`src/core/dramc_pkg.sv`:
```
// Shared constants and types for the DRAM access and refresh controller.
// Assumes a single 50 MHz clock; every pin is synchronous to that clock.
package dramc_pkg;

    // ------------------------------------------------------------------
    // Clock and timing
    // ------------------------------------------------------------------
    localparam int CLK_MHZ           = 50;
    localparam int ROW_HOLD_LONG_NS  = 15;
    localparam int ROW_HOLD_SHORT_NS = 10;
    localparam int HOLD_W            = 4;

    // Least time in ns to whole cycles, rounded up, never below one
    function automatic int ns_min_cyc(input int ns);
        int c;
        c = (ns * CLK_MHZ + 999) / 1000;
        return (c < 1) ? 1 : c;
    endfunction

    localparam logic [HOLD_W-1:0] ROW_HOLD_LONG_CYC =
        HOLD_W'(ns_min_cyc(ROW_HOLD_LONG_NS));
    localparam logic [HOLD_W-1:0] ROW_HOLD_SHORT_CYC =
        HOLD_W'(ns_min_cyc(ROW_HOLD_SHORT_NS));

    // ------------------------------------------------------------------
    // Geometry, reset values and forced refresh edge counts
    // ------------------------------------------------------------------
    localparam int ADDR_W_DEF = 9;
    localparam int BANK_W     = 2;
    localparam int BANK_N     = 4;
    localparam logic [BANK_N-1:0] BANKS_IDLE = 4'hF;
    localparam logic [1:0] FR_FALL_EDGES = 2'h2;
    localparam logic [1:0] FR_LOW_EDGES  = 2'h2;

    // ------------------------------------------------------------------
    // Modes and access states
    // ------------------------------------------------------------------
    typedef enum logic [1:0] {
        MODE_EXT_REFRESH,
        MODE_FORCED_REFRESH,
        MODE_EXT_ACCESS,
        MODE_AUTO_ACCESS
    } dramc_mode_t;

    typedef enum logic [1:0] {
        ACC_IDLE,
        ACC_ROW,
        ACC_COL,
        ACC_CAS
    } dramc_acc_t;

endpackage

```
`src/core/dramc_ctrl.sv`:
```
// DRAM access and refresh controller: mode decode, automatic access,
// hidden refresh, refresh request and forced refresh handover.
// Assumes every input is synchronous to i_clk; refresh request pin is
// open drain, resolved outside from its output enable.
`timescale 1ns/1ps

// Overview of operation
// mode 4 users refresh only in mode 0
// mode 5 derives all strobes from row strobe
// mode 5 reuses select and CAS pins as clocks
// mode 5 access needs only row strobe low; the code also needs chip select low
// selected row strobe follows row strobe input
// row address held for selectable hold time
// hold select high gives at least 15 ns
// then column address, then column strobe low
// write enable output follows write input
// pure external refresh handled by system
// refresh counter on outputs, increments at end
// request when period clock falls unrefreshed
// deselected, clock high: all strobes refresh
// at most one hidden refresh per period
// started hidden refresh finishes despite clock fall
// system keeps chip select high during refresh
// system refreshes while period clock is low
// entering mode 0 drops the refresh request
// system maximises period clock high time
// system meets address setup before strobe
// open latch strobe passes addresses through
// nine bit address mux, two bit bank
// two mode pins select one of four
// forced refresh strobes timed by strobe clock
// access end restores strobes and row address
module dramc_ctrl
    import dramc_pkg::*;
#(
    parameter int ADDR_W = ADDR_W_DEF
) (
    // Clock and reset
    input  wire logic              i_clk,
    input  wire logic              i_srst,
    // Mode pins
    input  wire logic              i_mode_bit_high,
    input  wire logic              i_mode_bit_low,
    // Access control from the system
    input  wire logic              i_row_strobe_in_n,
    input  wire logic              i_refresh_period_clock,
    input  wire logic              i_strobe_gen_clock,
    input  wire logic              i_write_in_n,
    input  wire logic              i_chip_select_n,
    input  wire logic              i_row_hold_select,
    // System address
    input  wire logic              i_addr_latch_strobe,
    input  wire logic [ADDR_W-1:0] i_row_addr_in,
    input  wire logic [ADDR_W-1:0] i_col_addr_in,
    input  wire logic              i_bank_select_lsb,
    input  wire logic              i_bank_select_msb,
    // Refresh request pin, open drain
    input  wire logic              i_refresh_req_io,
    output logic                   o_refresh_req_io,
    output logic                   o_refresh_req_io_oe,
    // DRAM side
    output logic      [ADDR_W-1:0] o_mux_addr_out,
    output logic      [BANK_N-1:0] o_row_strobe_n,
    output logic                   o_col_strobe_n,
    output logic                   o_write_en_n
);

    // ------------------------------------------------------------------
    // Elaboration check
    // ------------------------------------------------------------------
    if (ADDR_W < 1 || ADDR_W > 16) begin : g_bad_width
        $error("dramc_ctrl: ADDR_W must be 1 to 16");
    end

    dramc_mode_t       mode_w;
    dramc_acc_t        st_q;
    dramc_acc_t        st_d;
    logic [HOLD_W-1:0] hold_q;
    logic [HOLD_W-1:0] hold_d;
    logic [BANK_W-1:0] bank_q;
    logic [BANK_W-1:0] bank_d;
    logic [BANK_N-1:0] bank_oh;
    logic [ADDR_W-1:0] row_w;
    logic [ADDR_W-1:0] col_w;
    logic [BANK_W-1:0] bank_w;
    logic [ADDR_W-1:0] refcnt_q;
    logic [ADDR_W-1:0] addr_q;
    logic [ADDR_W-1:0] addr_d;
    logic [BANK_N-1:0] ras_q;
    logic [BANK_N-1:0] ras_d;
    logic              cas_q;
    logic              cas_d;
    logic              we_q;
    logic              we_d;
    logic              rstb_q;
    logic              pclk_q;
    logic              hid_q;
    logic              done_q;
    logic              req_q;
    logic              req_n_q;
    logic              fr_low;
    logic              fr_done;

    wire rstb      = i_row_strobe_in_n;
    wire pclk      = i_refresh_period_clock;
    wire ras_rise  = rstb & ~rstb_q;
    wire pclk_fall = pclk_q & ~pclk;
    wire pclk_rise = pclk & ~pclk_q;

    // ------------------------------------------------------------------
    // Mode decode
    // ------------------------------------------------------------------
    always_comb begin
        case ({i_mode_bit_high, i_mode_bit_low})
            2'h0:    mode_w = MODE_EXT_REFRESH;
            2'h1:    mode_w = MODE_FORCED_REFRESH;
            2'h2:    mode_w = MODE_EXT_ACCESS;
            default: mode_w = MODE_AUTO_ACCESS;
        endcase
    end

    // Mode 1 with the period clock high acts as external refresh, except while forced refresh holds the strobes low
    wire ext_ref = (mode_w == MODE_EXT_REFRESH) ||
                   (mode_w == MODE_FORCED_REFRESH && pclk && !fr_low);
    wire forced_ref = (mode_w == MODE_FORCED_REFRESH) && !ext_ref;
    wire auto_mode  = (mode_w == MODE_AUTO_ACCESS);

    // ------------------------------------------------------------------
    // Address latches and forced refresh sequencer
    // ------------------------------------------------------------------
    dramc_addr_mux #(
        .ADDR_W (ADDR_W)
    ) u_addr_mux (
        .i_clk               (i_clk),
        .i_srst              (i_srst),
        .i_addr_latch_strobe (i_addr_latch_strobe),
        .i_row_addr_in       (i_row_addr_in),
        .i_col_addr_in       (i_col_addr_in),
        .i_bank              ({i_bank_select_msb, i_bank_select_lsb}),
        .o_row               (row_w),
        .o_col               (col_w),
        .o_bank              (bank_w)
    );

    dramc_forced_refresh_mode_n u_forced (
        .i_clk         (i_clk),
        .i_srst        (i_srst),
        .i_mode_forced (mode_w == MODE_FORCED_REFRESH),
        .i_pclk_high   (pclk),
        .i_gen_clk     (i_strobe_gen_clock),
        .o_ras_low     (fr_low),
        .o_done        (fr_done)
    );

    // ------------------------------------------------------------------
    // Input history for edge detection
    // ------------------------------------------------------------------
    always_ff @(posedge i_clk) begin
        if (i_srst) begin
            rstb_q <= 1'b1;
            pclk_q <= 1'b0;
        end else begin
            rstb_q <= rstb;
            pclk_q <= pclk;
        end
    end

    // ------------------------------------------------------------------
    // Hidden refresh
    // ------------------------------------------------------------------
    // Window opens only when deselected, clock high, period unused
    wire hid_window = auto_mode && i_chip_select_n && pclk &&
                      !done_q && !hid_q && st_q == ACC_IDLE;
    wire hid_start  = hid_window && !rstb;

    // Once begun it ends only on the strobe input, not the clock
    always_ff @(posedge i_clk) begin
        if (i_srst) begin
            hid_q <= 1'b0;
        end else begin
            hid_q <= !rstb && (hid_q || hid_start);
        end
    end

    // ------------------------------------------------------------------
    // Refresh counter
    // ------------------------------------------------------------------
    // Counter may be cleared by pulling the pin low from outside
    wire cnt_clear = (mode_w == MODE_EXT_REFRESH ||
                      mode_w == MODE_FORCED_REFRESH) &&
                     !i_refresh_req_io && !req_q;
    wire ref_end   = (ras_rise && (ext_ref || hid_q)) || fr_done;

    always_ff @(posedge i_clk) begin
        if (i_srst || cnt_clear) begin
            refcnt_q <= '0;
        end else if (ref_end) begin
            refcnt_q <= refcnt_q + ADDR_W'(1);
        end
    end

    // ------------------------------------------------------------------
    // Refresh bookkeeping and request
    // ------------------------------------------------------------------
    wire done_set = hid_start || fr_low ||
                    (ext_ref && !rstb && rstb_q);
    wire req_set  = pclk_fall && !done_q && !done_set;
    wire req_clr  = (mode_w == MODE_EXT_REFRESH) || fr_low;

    // A new refresh wins over the period clock rising
    always_ff @(posedge i_clk) begin
        if (i_srst) begin
            done_q <= 1'b0;
        end else begin
            done_q <= done_set || (done_q && !pclk_rise);
        end
    end

    // Set wins over clear so a request is never lost
    always_ff @(posedge i_clk) begin
        if (i_srst) begin
            req_q   <= 1'b0;
            req_n_q <= 1'b1;
        end else begin
            req_q   <= req_set || (req_q && !req_clr);
            req_n_q <= !(req_set || (req_q && !req_clr));
        end
    end

    // ------------------------------------------------------------------
    // Automatic access sequencer
    // ------------------------------------------------------------------
    wire acc_start = auto_mode && !i_chip_select_n && !rstb &&
                     rstb_q && !hid_q && st_q == ACC_IDLE;

    always_comb begin
        st_d   = st_q;
        hold_d = hold_q;
        if (!auto_mode || rstb) begin
            st_d = ACC_IDLE;
        end else begin
            case (st_q)
                ACC_IDLE: begin
                    if (acc_start) begin
                        st_d   = ACC_ROW;
                        hold_d = (i_row_hold_select ? ROW_HOLD_LONG_CYC
                                  : ROW_HOLD_SHORT_CYC) - 1'b1;
                    end
                end
                ACC_ROW: begin
                    if (hold_q == '0) begin
                        st_d = ACC_COL;
                    end else begin
                        hold_d = hold_q - 1'b1;
                    end
                end
                ACC_COL: st_d = ACC_CAS;
                default: st_d = st_q;
            endcase
        end
    end

    // Bank is frozen for the whole access
    assign bank_d = (st_q == ACC_IDLE) ? bank_w : bank_q;

    always_ff @(posedge i_clk) begin
        if (i_srst) begin
            st_q   <= ACC_IDLE;
            hold_q <= '0;
            bank_q <= '0;
        end else begin
            st_q   <= st_d;
            hold_q <= hold_d;
            bank_q <= bank_d;
        end
    end

    for (genvar b = 0; b < BANK_N; b++) begin : g_bank
        assign bank_oh[b] = (bank_d == BANK_W'(b));
    end

    // ------------------------------------------------------------------
    // Output selection
    // ------------------------------------------------------------------
    // In mode 5 the select and CAS pins only feed refresh timing
    always_comb begin
        addr_d = row_w;
        ras_d  = BANKS_IDLE;
        cas_d  = 1'b1;
        we_d   = 1'b1;
        case (mode_w)
            MODE_EXT_ACCESS: begin
                addr_d = pclk ? row_w : col_w;
                ras_d  = rstb ? BANKS_IDLE : ~bank_oh;
                cas_d  = pclk | i_strobe_gen_clock;
                we_d   = i_write_in_n;
            end
            MODE_EXT_REFRESH, MODE_FORCED_REFRESH: begin
                addr_d = refcnt_q;
                ras_d  = forced_ref ? {BANK_N{~fr_low}}
                                    : {BANK_N{rstb}};
            end
            default: begin
                if (hid_q || hid_window) begin
                    addr_d = refcnt_q;
                    ras_d  = {BANK_N{rstb}};
                end else if (st_d != ACC_IDLE) begin
                    ras_d  = ~bank_oh;
                    addr_d = (st_d == ACC_ROW) ? row_w : col_w;
                    cas_d  = (st_d != ACC_CAS);
                    we_d   = i_write_in_n;
                end
            end
        endcase
    end

    // All DRAM side outputs leave straight from these flip-flops
    always_ff @(posedge i_clk) begin
        if (i_srst) begin
            addr_q <= '0;
            ras_q  <= BANKS_IDLE;
            cas_q  <= 1'b1;
            we_q   <= 1'b1;
        end else begin
            addr_q <= addr_d;
            ras_q  <= ras_d;
            cas_q  <= cas_d;
            we_q   <= we_d;
        end
    end

    assign o_mux_addr_out      = addr_q;
    assign o_row_strobe_n      = ras_q;
    assign o_col_strobe_n      = cas_q;
    assign o_write_en_n        = we_q;
    assign o_refresh_req_io    = req_n_q;
    assign o_refresh_req_io_oe = req_q;
endmodule // dramc_ctrl

```
`src/core/dramc_addr_mux.sv`:
```
// Input address latches for row, column and bank select.
// Assumes the latch strobe is synchronous to the clock.
`timescale 1ns/1ps
module dramc_addr_mux
    import dramc_pkg::*;
#(
    parameter int ADDR_W = ADDR_W_DEF
) (
    // Clock and reset
    input  wire logic              i_clk,
    input  wire logic              i_srst,
    // System address
    input  wire logic              i_addr_latch_strobe,
    input  wire logic [ADDR_W-1:0] i_row_addr_in,
    input  wire logic [ADDR_W-1:0] i_col_addr_in,
    input  wire logic [BANK_W-1:0] i_bank,
    // Latched or passed address
    output logic      [ADDR_W-1:0] o_row,
    output logic      [ADDR_W-1:0] o_col,
    output logic      [BANK_W-1:0] o_bank
);

    localparam int W = 2 * ADDR_W + BANK_W;

    logic [W-1:0] in_w;
    logic [W-1:0] hold_q;
    logic [W-1:0] out_w;

    assign in_w = {i_bank, i_col_addr_in, i_row_addr_in};

    // ------------------------------------------------------------------
    // Transparent while the strobe is high, held once it falls
    // ------------------------------------------------------------------
    for (genvar i = 0; i < W; i++) begin : g_bit
        always_ff @(posedge i_clk) begin
            if (i_srst) begin
                hold_q[i] <= 1'b0;
            end else if (i_addr_latch_strobe) begin
                hold_q[i] <= in_w[i];
            end
        end
        assign out_w[i] = i_addr_latch_strobe ? in_w[i] : hold_q[i];
    end

    assign o_row  = out_w[ADDR_W-1:0];
    assign o_col  = out_w[2*ADDR_W-1:ADDR_W];
    assign o_bank = out_w[W-1:2*ADDR_W];
endmodule // dramc_addr_mux

```
`src/core/dramc_forced_refresh_mode_n.sv`:
```
// Forced refresh sequencer timed by falling edges of the strobe clock.
// Assumes the strobe generator clock is sampled at the system clock.
`timescale 1ns/1ps
module dramc_forced_refresh_mode_n
    import dramc_pkg::*;
(
    // Clock and reset
    input  wire logic i_clk,
    input  wire logic i_srst,
    // Mode and timing inputs
    input  wire logic i_mode_forced,
    input  wire logic i_pclk_high,
    input  wire logic i_gen_clk,
    // Sequencer state
    output logic      o_ras_low,
    output logic      o_done
);

    logic       gen_q;
    logic       busy_q;
    logic       low_q;
    logic       spent_q;
    logic       done_q;
    logic [1:0] cnt_q;
    logic       fall_w;

    // Falling edge of the strobe generator clock
    always_ff @(posedge i_clk) begin
        gen_q <= i_srst ? 1'b0 : i_gen_clk;
    end
    assign fall_w = gen_q & ~i_gen_clk;

    // ------------------------------------------------------------------
    // Strobes drop on the second fall, rise after two more
    // ------------------------------------------------------------------
    // Leaving the mode aborts at once; only one refresh per mode entry
    always_ff @(posedge i_clk) begin
        if (i_srst || !i_mode_forced) begin
            busy_q  <= 1'b0;
            low_q   <= 1'b0;
            spent_q <= 1'b0;
            done_q  <= 1'b0;
            cnt_q   <= 2'h0;
        end else begin
            done_q <= 1'b0;
            if (!busy_q && !spent_q && !i_pclk_high) begin
                busy_q <= 1'b1;
                cnt_q  <= 2'h0;
            end else if (busy_q && fall_w) begin
                if (!low_q && cnt_q == FR_FALL_EDGES - 2'h1) begin
                    low_q <= 1'b1;
                    cnt_q <= 2'h0;
                end else if (low_q && cnt_q == FR_LOW_EDGES - 2'h1) begin
                    low_q   <= 1'b0;
                    busy_q  <= 1'b0;
                    spent_q <= 1'b1;
                    done_q  <= 1'b1;
                    cnt_q   <= 2'h0;
                end else begin
                    cnt_q <= cnt_q + 2'h1;
                end
            end
        end
    end

    assign o_ras_low = low_q;
    assign o_done    = done_q;
endmodule // dramc_forced_refresh_mode_n

```
`config.mk`:
```
export PLATFORM = sky130hd
export DESIGN_NAME = dramc_ctrl
export DESIGN_NICKNAME = d
export VERILOG_FILES = /design/src/core/dramc_pkg.sv /design/src/core/dramc_ctrl.sv /design/src/core/dramc_addr_mux.sv /design/src/core/dramc_forced_refresh_mode_n.sv
export SDC_FILE = /design/constraint.sdc
export NUM_CORES = 1
export LEC_CHECK = 0
export BUFFER_PORTS_ARGS = -buffer_cell sky130_fd_sc_hd__buf_4
export CAP_MARGIN = 5
export CORE_MARGIN = 3
export CORE_UTILIZATION = 55
export CTS_CLUSTER_DIAMETER = 100
export DETAILED_ROUTE_END_ITERATION = 16
export PLACE_DENSITY = 0.82
export SLEW_MARGIN = 20
export SYNTH_ARGS = -nofsm -noshare
export SYNTH_HDL_FRONTEND = slang
export SYNTH_SLANG_ARGS = --single-unit
```
`constraint.sdc`:
```
create_clock -name i_clk -period 2 [get_ports i_clk]
set_clock_uncertainty 0.2 [all_clocks]
set_input_delay 0.2 -clock i_clk [delete_from_list [all_inputs] [get_ports i_clk]]
set_output_delay 0.2 -clock i_clk [all_outputs]
set_load 0.1 [all_outputs]
```
# Word level (Yosys, flattened, before mapping)
# Cells that the tools add are included.
# W data, S select, Z words.
dict set report classes {
  n_eq_ne 16
  n_lt_le_gt_ge 0
  n_bitwise 15
  n_div 0
  n_mux 53
  mul 0
  n_shift 0
  n_addsub 3
  n_reduce_logical 77
}
# operator n
set op_table {}
lappend op_table {{$mux W9} 4}
lappend op_table {{$mux W1} 30}
lappend op_table {{$logic_and A1 B1 Y1} 29}
lappend op_table {{$mux W4} 6}
lappend op_table {{$pmux W9 S2} 1}
lappend op_table {{$logic_not A1 Y1} 17}
lappend op_table {{$pmux W4 S2} 2}
lappend op_table {{$logic_or A1 B1 Y1} 14}
lappend op_table {{$eq A2 B1 Y1 const B} 6}
lappend op_table {{$eq A2 B2 Y1 const B} 6}
lappend op_table {{$mux W2} 6}
lappend op_table {{$pmux W2 S3} 2}
lappend op_table {{$reduce_bool A2 Y1} 5}
lappend op_table {{$add A9 B1 Y9 const B} 1}
lappend op_table {{$not A1 Y1} 9}
lappend op_table {{$logic_not A2 Y1} 4}
lappend op_table {{$reduce_and A4 Y1} 2}
lappend op_table {{$ne A2 B2 Y1 const B} 3}
lappend op_table {{$reduce_and A3 Y1} 2}
lappend op_table {{$and A1 B1 Y1} 4}
lappend op_table {{$logic_not A4 Y1} 1}
lappend op_table {{$not A4 Y4} 1}
lappend op_table {{$pmux W1 S2} 2}
lappend op_table {{$reduce_or A2 Y1} 2}
lappend op_table {{other kinds (5)} 5}
dict set report totals {
  latch_bits 0
  mem_bits_rw 0
  memories 0
  out_inout_bits 17
  wordCells 204
  rom_bits 0
  ff_bits 65
  input_bits 32
}

# Depth between registers and ports, before layout
# Gate-level depths: netlist of run 1.
dict set report depth {
  ltp_word 16
  depth_mapped 8
  depth_no_buf 7
}

# By module
# A second synthesis of run 1 with hierarchy kept.
dict set report hier_totals {
  cells_unflattened 379
  area_unflattened_um2 3393.3
}
# mod area_each_um2 seq_area_each_um2 cells_per_inst n_inst
set by_module_without_submodules {}
lappend by_module_without_submodules {dramc_ctrl 2265.9 760.7 288 1}
lappend by_module_without_submodules {dramc_addr_mux 855.8 400.4 64 1}
lappend by_module_without_submodules {dramc_forced_refresh_mode_n 271.5 140.1 27 1}

# Worst setup path before layout of run 1
# No wires, ideal clock.
dict set report synth_path {
  path_kind {register -> register}
  from {register req_q (netlist: o_refresh_req_io_oe)}
  to {register refcnt_q[4]}
  setup_slack_ps 148
  setup_ps 70
  required_time_ps 1730
  path_stages_with_launch 5
  path_buffers 1
  arrival_ps 1581
  period_less_slack_ps 1852
  cell_sequence {dfxtp_1 -> nor3_1 -> or2_2 -> clkbuf_1 -> a21oi_1}
}
dict set report synth_via {
  elab_chain_cells 3
}
# item line
set synth_lines {}
lappend synth_lines {{start: declaration} dramc_ctrl.sv:99} ;# logic req_q;
lappend synth_lines {{start signal: assignment} dramc_ctrl.sv:225} ;# req_q <= req_set || (req_q && !req_clr);
lappend synth_lines {{$logic_not A1 Y1} dramc_ctrl.sv:191} ;# !i_refresh_req_io && !req_q;
lappend synth_lines {{$logic_and A1 B1 Y1} dramc_ctrl.sv:191}
lappend synth_lines {{$logic_or A1 B1 Y1} dramc_ctrl.sv:195} ;# if (i_srst || cnt_clear) begin
lappend synth_lines {{end signal: assignment} dramc_ctrl.sv:198} ;# refcnt_q <= refcnt_q + ADDR_W'(1);
lappend synth_lines {{end: declaration} dramc_ctrl.sv:86} ;# logic [ADDR_W-1:0] refcnt_q;
# Every way passes these cells.
# A chain may end at the register's enable or synchronous reset.

# Worst setup path in the final report of run 1
dict set report layout_path {
  from {register hold_q[1]}
  to {register addr_q[6] (netlist: o_mux_addr_out[6])}
}
dict set report layout_via {
  elab_chain_cells 9
  elab_cells_between_ends 10
  classes_between {eq/ne: 1; mux: 7; reduce/logical: 2}
}
# item line
set layout_lines {}
lappend layout_lines {{start: declaration} dramc_ctrl.sv:78} ;# logic [HOLD_W-1:0] hold_q;
lappend layout_lines {{start signal: assignment} dramc_ctrl.sv:273} ;# hold_q <= hold_d;
lappend layout_lines {{$logic_not A4 Y1 (*)} dramc_ctrl.sv:251} ;# if (hold_q == '0) begin
lappend layout_lines {{$mux W2 (*)} dramc_ctrl.sv:251}
lappend layout_lines {{$pmux W2 S3 (*)} dramc_ctrl.sv:242} ;# case (st_q)
lappend layout_lines {{$mux W2 (*)} dramc_ctrl.sv:239} ;# if (!auto_mode || rstb) begin
lappend layout_lines {{$eq A2 B1 Y1} dramc_ctrl.sv:309} ;# addr_d = (st_d == ACC_ROW) ? row_w : col_w;
lappend layout_lines {{$mux W9} dramc_ctrl.sv:309}
lappend layout_lines {{$mux W9 (*)} dramc_ctrl.sv:307} ;# end else if (st_d != ACC_IDLE) begin
lappend layout_lines {{$mux W9 (*)} dramc_ctrl.sv:304} ;# if (hid_q || hid_window) begin
lappend layout_lines {{$pmux W9 S2 (*)} dramc_ctrl.sv:291} ;# case (mode_w)
lappend layout_lines {{end signal: assignment} dramc_ctrl.sv:325} ;# addr_q <= addr_d;
lappend layout_lines {{end: declaration} dramc_ctrl.sv:87} ;# logic [ADDR_W-1:0] addr_q;
# Every way passes the cells marked *; elsewhere a longest branch is shown, timed or not.

==> run_results.csv, run 1 <==
group,metric,value,unit
global_route,grt_pass1_wl,13400,um
yosys,synthAdderAreaFrac,0.0121,
global_route,grt_pass1_vias,2881,
critical_path,cp-end-kind,"flop",
floorplanning,ios,49,
yosys,synth_edf_count,0,
drt,drc,0,
flow_run,drv_cap,0,
global_route,gr-total-overflow,0,
sta,setup_viol,1,
floorplanning,initial_core_util,0.588,
yosys,synth-simple-area-share,0.208,
outcome,failed_checks,"negative setup slack",
cells_and_area,nFillCells,341,
drt,drt_pass1_iterations,4,
power_and_ir_drop,powerDensity,728,nW/um^2
critical_path,worstPathMaxFanout,7,
global_route,grt_start_max_net_pins,40,
yosys,syn_avg_cell_area,9.23,sq um
yosys,synth.most_common_cell,"dfxtp_1",
yosys,ys_top_cells_by_count,"dfxtp_1 (65), nor2_1 (55), mux2i_1 (31), nand2_1 (19), inv_1 (17)",
yosys,ys_types,46,
cells_and_area,final_cell_area,4200,sq um
drt,drt-total-wl,8570,um
drt,drtIter0Drc,202,
sta,fmax,492,MHz
sta,min_period_over_period,1.02,
power_and_ir_drop,vdd_drop_max,0.529,mV
placement,hpwl,5260,um
clocking,cts_root_buf,"clkbuf_8",
global_route,grtUsageTotal,0.270,
sta,setup_ws,-0.0321,ns
yosys,synth_top_cell_area_share,0.420,
clocking,cts_buffers,9,
yosys,synth.net_count,371,
clocking,clk_pin_slew,0.07,ns
clocking,clkSinkCount,65,
yosys,synth_seq_cells,65,
global_route,antenna_found_initial,0,
floorplanning,core,5270,sq um
cells_and_area,areaGrowthSynthToFinish,35.3,%
yosys,synth_area_leader_cell,"dfxtp_1",
floorplanning,die_x,81.1,um
placement,pre_cts_ws,0.0282,ns
yosys,yosysWarnings,0,
yosys,synth-main-ff-cell,"dfxtp_1",
floorplanning,die-area,6570,sq um
sta,finalHoldViolCount,0,
placement,io_buffers,47,
critical_path,cp-start-kind,"flop",
yosys,ys_seq_area_frac,0.420,
clocking,clockBufferDepth,2,
sta,report.final.slew_viol_count,0,
clocking,h-tree-depth,3,
yosys,syn_inst,336,
critical_path,arrival,2.07,ns
outcome,outcome,"finished, violations left",
placement,gp_congestion,0.883,
power_and_ir_drop,p_leak,1.76,nW
yosys,synth.mux.area_fraction,0.165,
drt,antenna_left,0,
sta,relSlewSlack,0.674,
critical_path,path_class,"flop to flop",
yosys,synth-xor-area-share,0.0198,
cells_and_area,n_antenna_cell,0,
yosys,postSynth.asyncResetShare,0,
drt,viasPerCell,5.74,
drt,vias,2879,
cells_and_area,drive_above_1_share,0.257,
drt,avgRoutedWirePerCell,17.1,um
min_path,min_path_type,"input port to flop",
cells_and_area,fin_nets,462,
floorplanning,row_count,26,
sta,fin_crit,2.03,ns
clocking,cts_tree,"done",
yosys,synth_top_family_by_area,"simple AND/OR/NAND/NOR gates",
floorplanning,dieHeight,81.1,um
clocking,clock_latency,0.35,ns
placement,place_area,3600,sq um
yosys,synth-compound-area-share,0.121,
sta,worst_pin_slew,0.488,ns
yosys,syn-cell-area,3100,sq um
critical_path,crit_required,2.04,ns
yosys,ys_top_cells_by_area,"dfxtp_1 (42%), mux2i_1 (10%), nor2_1 (6.7%), mux4_2 (6.5%), nand3b_1 (2.7%)",
==> flip-flops by register name (all words and copies together), names as in the netlist <==
signal               flops
u_forced.cnt_q           2
u_forced.spent_q         1
u_addr_mux.hold_q       20
refcnt_q                 9
u_forced.busy_q          1
o_row_strobe_n           4
bank_q                   2
o_refresh_req_io_oe      1
o_mux_addr_out           9
u_forced.o_ras_low       1
pclk_q                   1
u_forced.gen_q           1
rstb_q                   1
o_refresh_req_io         1
hid_q                    1
o_write_en_n             1
st_q                     2
done_q                   1
o_col_strobe_n           1
hold_q                   4
u_forced.o_done          1
==> metrics by stage <==
step / setup TNS, ns / hold WS (ns) / std cells / utilization / power, mW
final: -0.0321 / 0.0254 / 502 / 0.796 / 3.05
after global routing: -0.0462 / 0.0391 / 502 / 0.796 / 3.15
after detailed placement: 0 / 0.208 / 449 / 0.682 / 1.87
after CTS: 0 / 0.00627 / 496 / 0.778 / 3.03
after global placement: 0 / 0.202 / 449 / 0.682 / 1.86
after floorplan: 0 / 0.117 / 336 / - / 1.72
==> cell families after synthesis <==
| logic type | Yosys count |
|---|---|
| compound gates | 57 |
| xor+xnor | 7 |
| fa+ha+maj | 3 |
| buf+inv | 37 |
| flops | 65 |
| mux | 40 |
| simple gates | 127 |
==> worst max-delay path, stage by stage (launching register included) <==
cell      delay (ns)
dfxtp_2         0.34
inv_1           0.07
ha_4            0.16
nor4bb_2        0.16
o21bai_1        0.17
buf_4           0.21
buf_4           0.14
mux2i_2         0.23
nand3b_1        0.12
o311ai_0        0.13
==> layout make-up <==
class | count | area [sq um] | share of cell area
multi-input cells | 234 | 1680 | 0.400
flip-flops and latches | 65 | 1300 | 0.311
repair buffers | 100 | 866 | 0.206
clock buffers | 11 | 141 | 0.0337
well taps | 70 | 87.6 | 0.0209
inverters | 17 | 63.8 | 0.0152
clock inverters | 5 | 55.1 | 0.0131
==> report_power, final <==
part           internal, mW  switching (mW)
registers              1.34          0.0270
clock network         0.606           0.534
logic                 0.225           0.318
total                  2.18           0.879
==> what timing repair did <==
item                                    in CTS  in global routing
hold endpoints to repair                    25                  0
endpoints found under the setup margin       0                 12
hold buffers                                31                  0
setup buffers                                0                  6
gates resized for setup                      0                 18
==> layout by cell type (no fill, tap or decap), drive strengths merged, types with 11 or more instances in the layout <==
cell,count
buf,69
dfxtp,65
nor2,55
dlygate4sd3,31
mux2i,31
nand2,19
inv,17
a21oi,15
o21ai,12
nand3b,11
clkbuf,11
==> per-layer routing <==
layer | routed length [um] | vias up | share of wire | track usage
met5 | 0 | - | 0 | 0
met4 | 259 | 0 | 0.030 | 0.123
met3 | 538 | 31 | 0.063 | 0.0643
met2 | 4310 | 122 | 0.50 | 0.484
met1 | 3450 | 1357 | 0.40 | 0.301
li1 | - | 1369 | - | -
==> final timing paths <==
| kind | depth (start not counted) | slack [ns] | start | to |
|---|---|---|---|---|
| worst max-delay path | 9 | -0.03 | hold_q[1]$_SDFFE_PP0P_ | o_mux_addr_out[6]$_SDFF_PP0_ |
| worst min-delay path | 3 | 0.03 | i_srst | o_write_en_n$_SDFF_PP1_ |
| worst max register to register | 9 | -0.03 | hold_q[1]$_SDFFE_PP0P_ | o_mux_addr_out[6]$_SDFF_PP0_ |
| worst min register to register | 1 | 0.27 | u_forced.cnt_q[1]$_SDFFE_PP0P_ | u_forced.o_done$_SDFF_PP0_ |
(Power assumes the default switching activity.)
==> inputs of run 2 (changes only) <==
--- a/config.mk
+++ b/config.mk
@@ -8,10 +8,10 @@
 export BUFFER_PORTS_ARGS = -buffer_cell sky130_fd_sc_hd__buf_4
 export CAP_MARGIN = 5
 export CORE_MARGIN = 3
-export CORE_UTILIZATION = 55
+export CORE_UTILIZATION = 25
 export CTS_CLUSTER_DIAMETER = 100
 export DETAILED_ROUTE_END_ITERATION = 16
-export PLACE_DENSITY = 0.82
+export PLACE_DENSITY = 0.46
 export SLEW_MARGIN = 20
 export SYNTH_ARGS = -nofsm -noshare
 export SYNTH_HDL_FRONTEND = slang
==> run_results.csv, run 2 (synthesized netlist as in run 1, its figures left out) <==
group,metric,value,unit
sta,min_period_over_period,0.952,
clocking,cts_buffers,9,
floorplanning,dieHeight,117,um
placement,io_buffers,47,
sta,fin_tns_setup,0,ns
critical_path,path_class,"input port to flop",
min_path,holdPathStages,4,
sta,setup_viol,0,
outcome,outcome,"completed",
sta,worst_pin_slew,0.486,ns
placement,pre_cts_ws,0.0718,ns
clocking,cts_tree,"done",
clocking,cts_root_buf,"clkbuf_16",
critical_path,slowest_delay,0.54,ns
cells_and_area,most-common-layout-cells,"dfxtp_1 (63), buf_4 (63), nor2_1 (54)",
cells_and_area,fin_nets,453,
floorplanning,initial_core_util,0.257,
global_route,grt_pass1_vias,2688,
placement,gp_congestion,0.768,
critical_path,path_buf_inv,3,
critical_path,r2r_slack,0.12,ns
drt,antenna_left,0,
floorplanning,die-area,13800,sq um
clocking,clock_latency,0.32,ns
clocking,h-tree-depth,3,
placement,hpwl,5560,um
clocking,clk_pin_slew,0.05,ns
global_route,antenna_found_initial,0,
clocking,clkSinkCount,65,
critical_path,critPathTopFamily,"buffers and inverters",
drt,drc,0,
flow_run,drv_cap,0,
sta,finalHoldViolCount,0,
drt,avgRoutedWirePerCell,13.3,um
min_path,min_path_type,"input port to flop",
min_path,hold_end,"u_forced.busy_q$_SDFFE_PP0P_",
power_and_ir_drop,powerDensity,767,nW/um^2
sta,report.final.slew_viol_count,0,
global_route,grt_start_max_net_pins,46,
critical_path,arrival,1.96,ns
critical_path,rr_worst_depth,8,
power_and_ir_drop,vdd_drop_max,0.353,mV
critical_path,cp-start-kind,"input port",
cells_and_area,areaGrowthSynthToFinish,39.2,%
critical_path,r2r-end,"o_mux_addr_out[5]$_SDFF_PP0_",
global_route,gr-total-overflow,0,
drt,drt-total-wl,7820,um
critical_path,path_cells,"dlygate4sd3_1 -> buf_4 -> inv_1 -> o21ai_2 -> and2_4 -> or4_1 -> a21oi_1",
cells_and_area,regArea,1300,sq um
global_route,grt_pass1_wl,13000,um
power_and_ir_drop,p_leak,1.73,nW
floorplanning,core,12100,sq um
critical_path,reg2reg_from,"hold_q[0]$_SDFFE_PP0P_",
drt,drt_pass1_iterations,4,
drt,viasPerCell,4.50,
floorplanning,row_count,40,
cells_and_area,drive_above_1_share,0.252,
sta,setup_ws,0.0969,ns
sta,holdWs,0.0724,ns
cells_and_area,n_antenna_cell,0,
drt,vias,2650,
sta,fin_crit,1.90,ns
cells_and_area,final_cell_area,4320,sq um
drt,drtIter0Drc,98,
critical_path,slowest_stage,"dlygate4sd3_1",
sta,fmax,525,MHz
critical_path,crit_required,2.05,ns
cells_and_area,largest_reg_flops,20,
cells_and_area,nFillCells,1250,
floorplanning,ios,49,
clocking,clockBufferDepth,2,
critical_path,worstPathMaxFanout,10,
cells_and_area,final_util,0.358,
sta,rsz0062_at_grt,"true",
cells_and_area,regMostFlops,"u_addr_mux.hold_q",
critical_path,cp-end-kind,"flop",
cells_and_area,multi_input_area,1710,sq um
sta,relSlewSlack,0.674,
placement,place_area,3690,sq um
floorplanning,die_x,117,um
global_route,grtUsageTotal,0.116,
min_path,min_from,"i_refresh_period_clock",
-- run 2: worst min-delay path: stages --
cell and delay, ns:
buf_4 0.14, nor2_1 0.05, nor2_1 0.11, a211oi_1 0.05
-- run 2: how the worst max path moves through the flow --
stage	startpoint	endpoint	slack, ns	cells after the start
finish	i_mode_bit_low	refcnt_q[7]$_SDFFE_PP0P_	0.1	7
CTS	i_mode_bit_low	refcnt_q[8]$_SDFFE_PP0P_	0.02	7
detailed placement	hold_q[0]$_SDFFE_PP0P_	o_mux_addr_out[7]$_SDFF_PP0_	0.07	8
global route	st_q[0]$_SDFF_PP0_	o_mux_addr_out[5]$_SDFF_PP0_	-0.02	7
floorplan	o_refresh_req_io_oe$_SDFF_PP0_	refcnt_q[4]$_SDFFE_PP0P_	0.15	4
global placement	hold_q[0]$_SDFFE_PP0P_	o_mux_addr_out[7]$_SDFF_PP0_	0.07	8
-- run 2: layout make-up --
cell class,instances,area share
Tap cell,168,0.0487
Timing Repair Buffer,91,0.177
Clock buffer,14,0.0612
Sequential cell,65,0.302
Inverter,17,0.0148
Multi-Input combinational cell,234,0.396
-- run 2: power by group --
| group | total, mW | switching (mW) | internal, mW |
|---|---|---|---|
| sequential | 1.37 | 0.0245 | 1.35 |
| clock | 1.41 | 0.518 | 0.893 |
| combinational | 0.527 | 0.308 | 0.218 |
| total | 3.31 | 0.851 | 2.46 |
-- run 2: timing repair --
item,CTS,global route
resized for setup,0,31
setup endpoints to repair,0,11
hold buffers,26,0
endpoints found under the hold margin,28,0
buffers inserted,0,2
-- run 2: per-layer routing --
layer  track usage  part of all wire
met1         0.149              0.48
met2         0.191              0.47
met3        0.0309             0.039
met4        0.0359             0.015
met5             0                 0
-- run 2: stage by stage --
| step | power (mW) | cells |
|---|---|---|
| after CTS | 3.35 | 586 |
| final | 3.31 | 589 |
| after global placement | 1.87 | 546 |
| after detailed placement | 1.87 | 546 |
| after global routing | 3.45 | 589 |
| after floorplan | 1.72 | 336 |
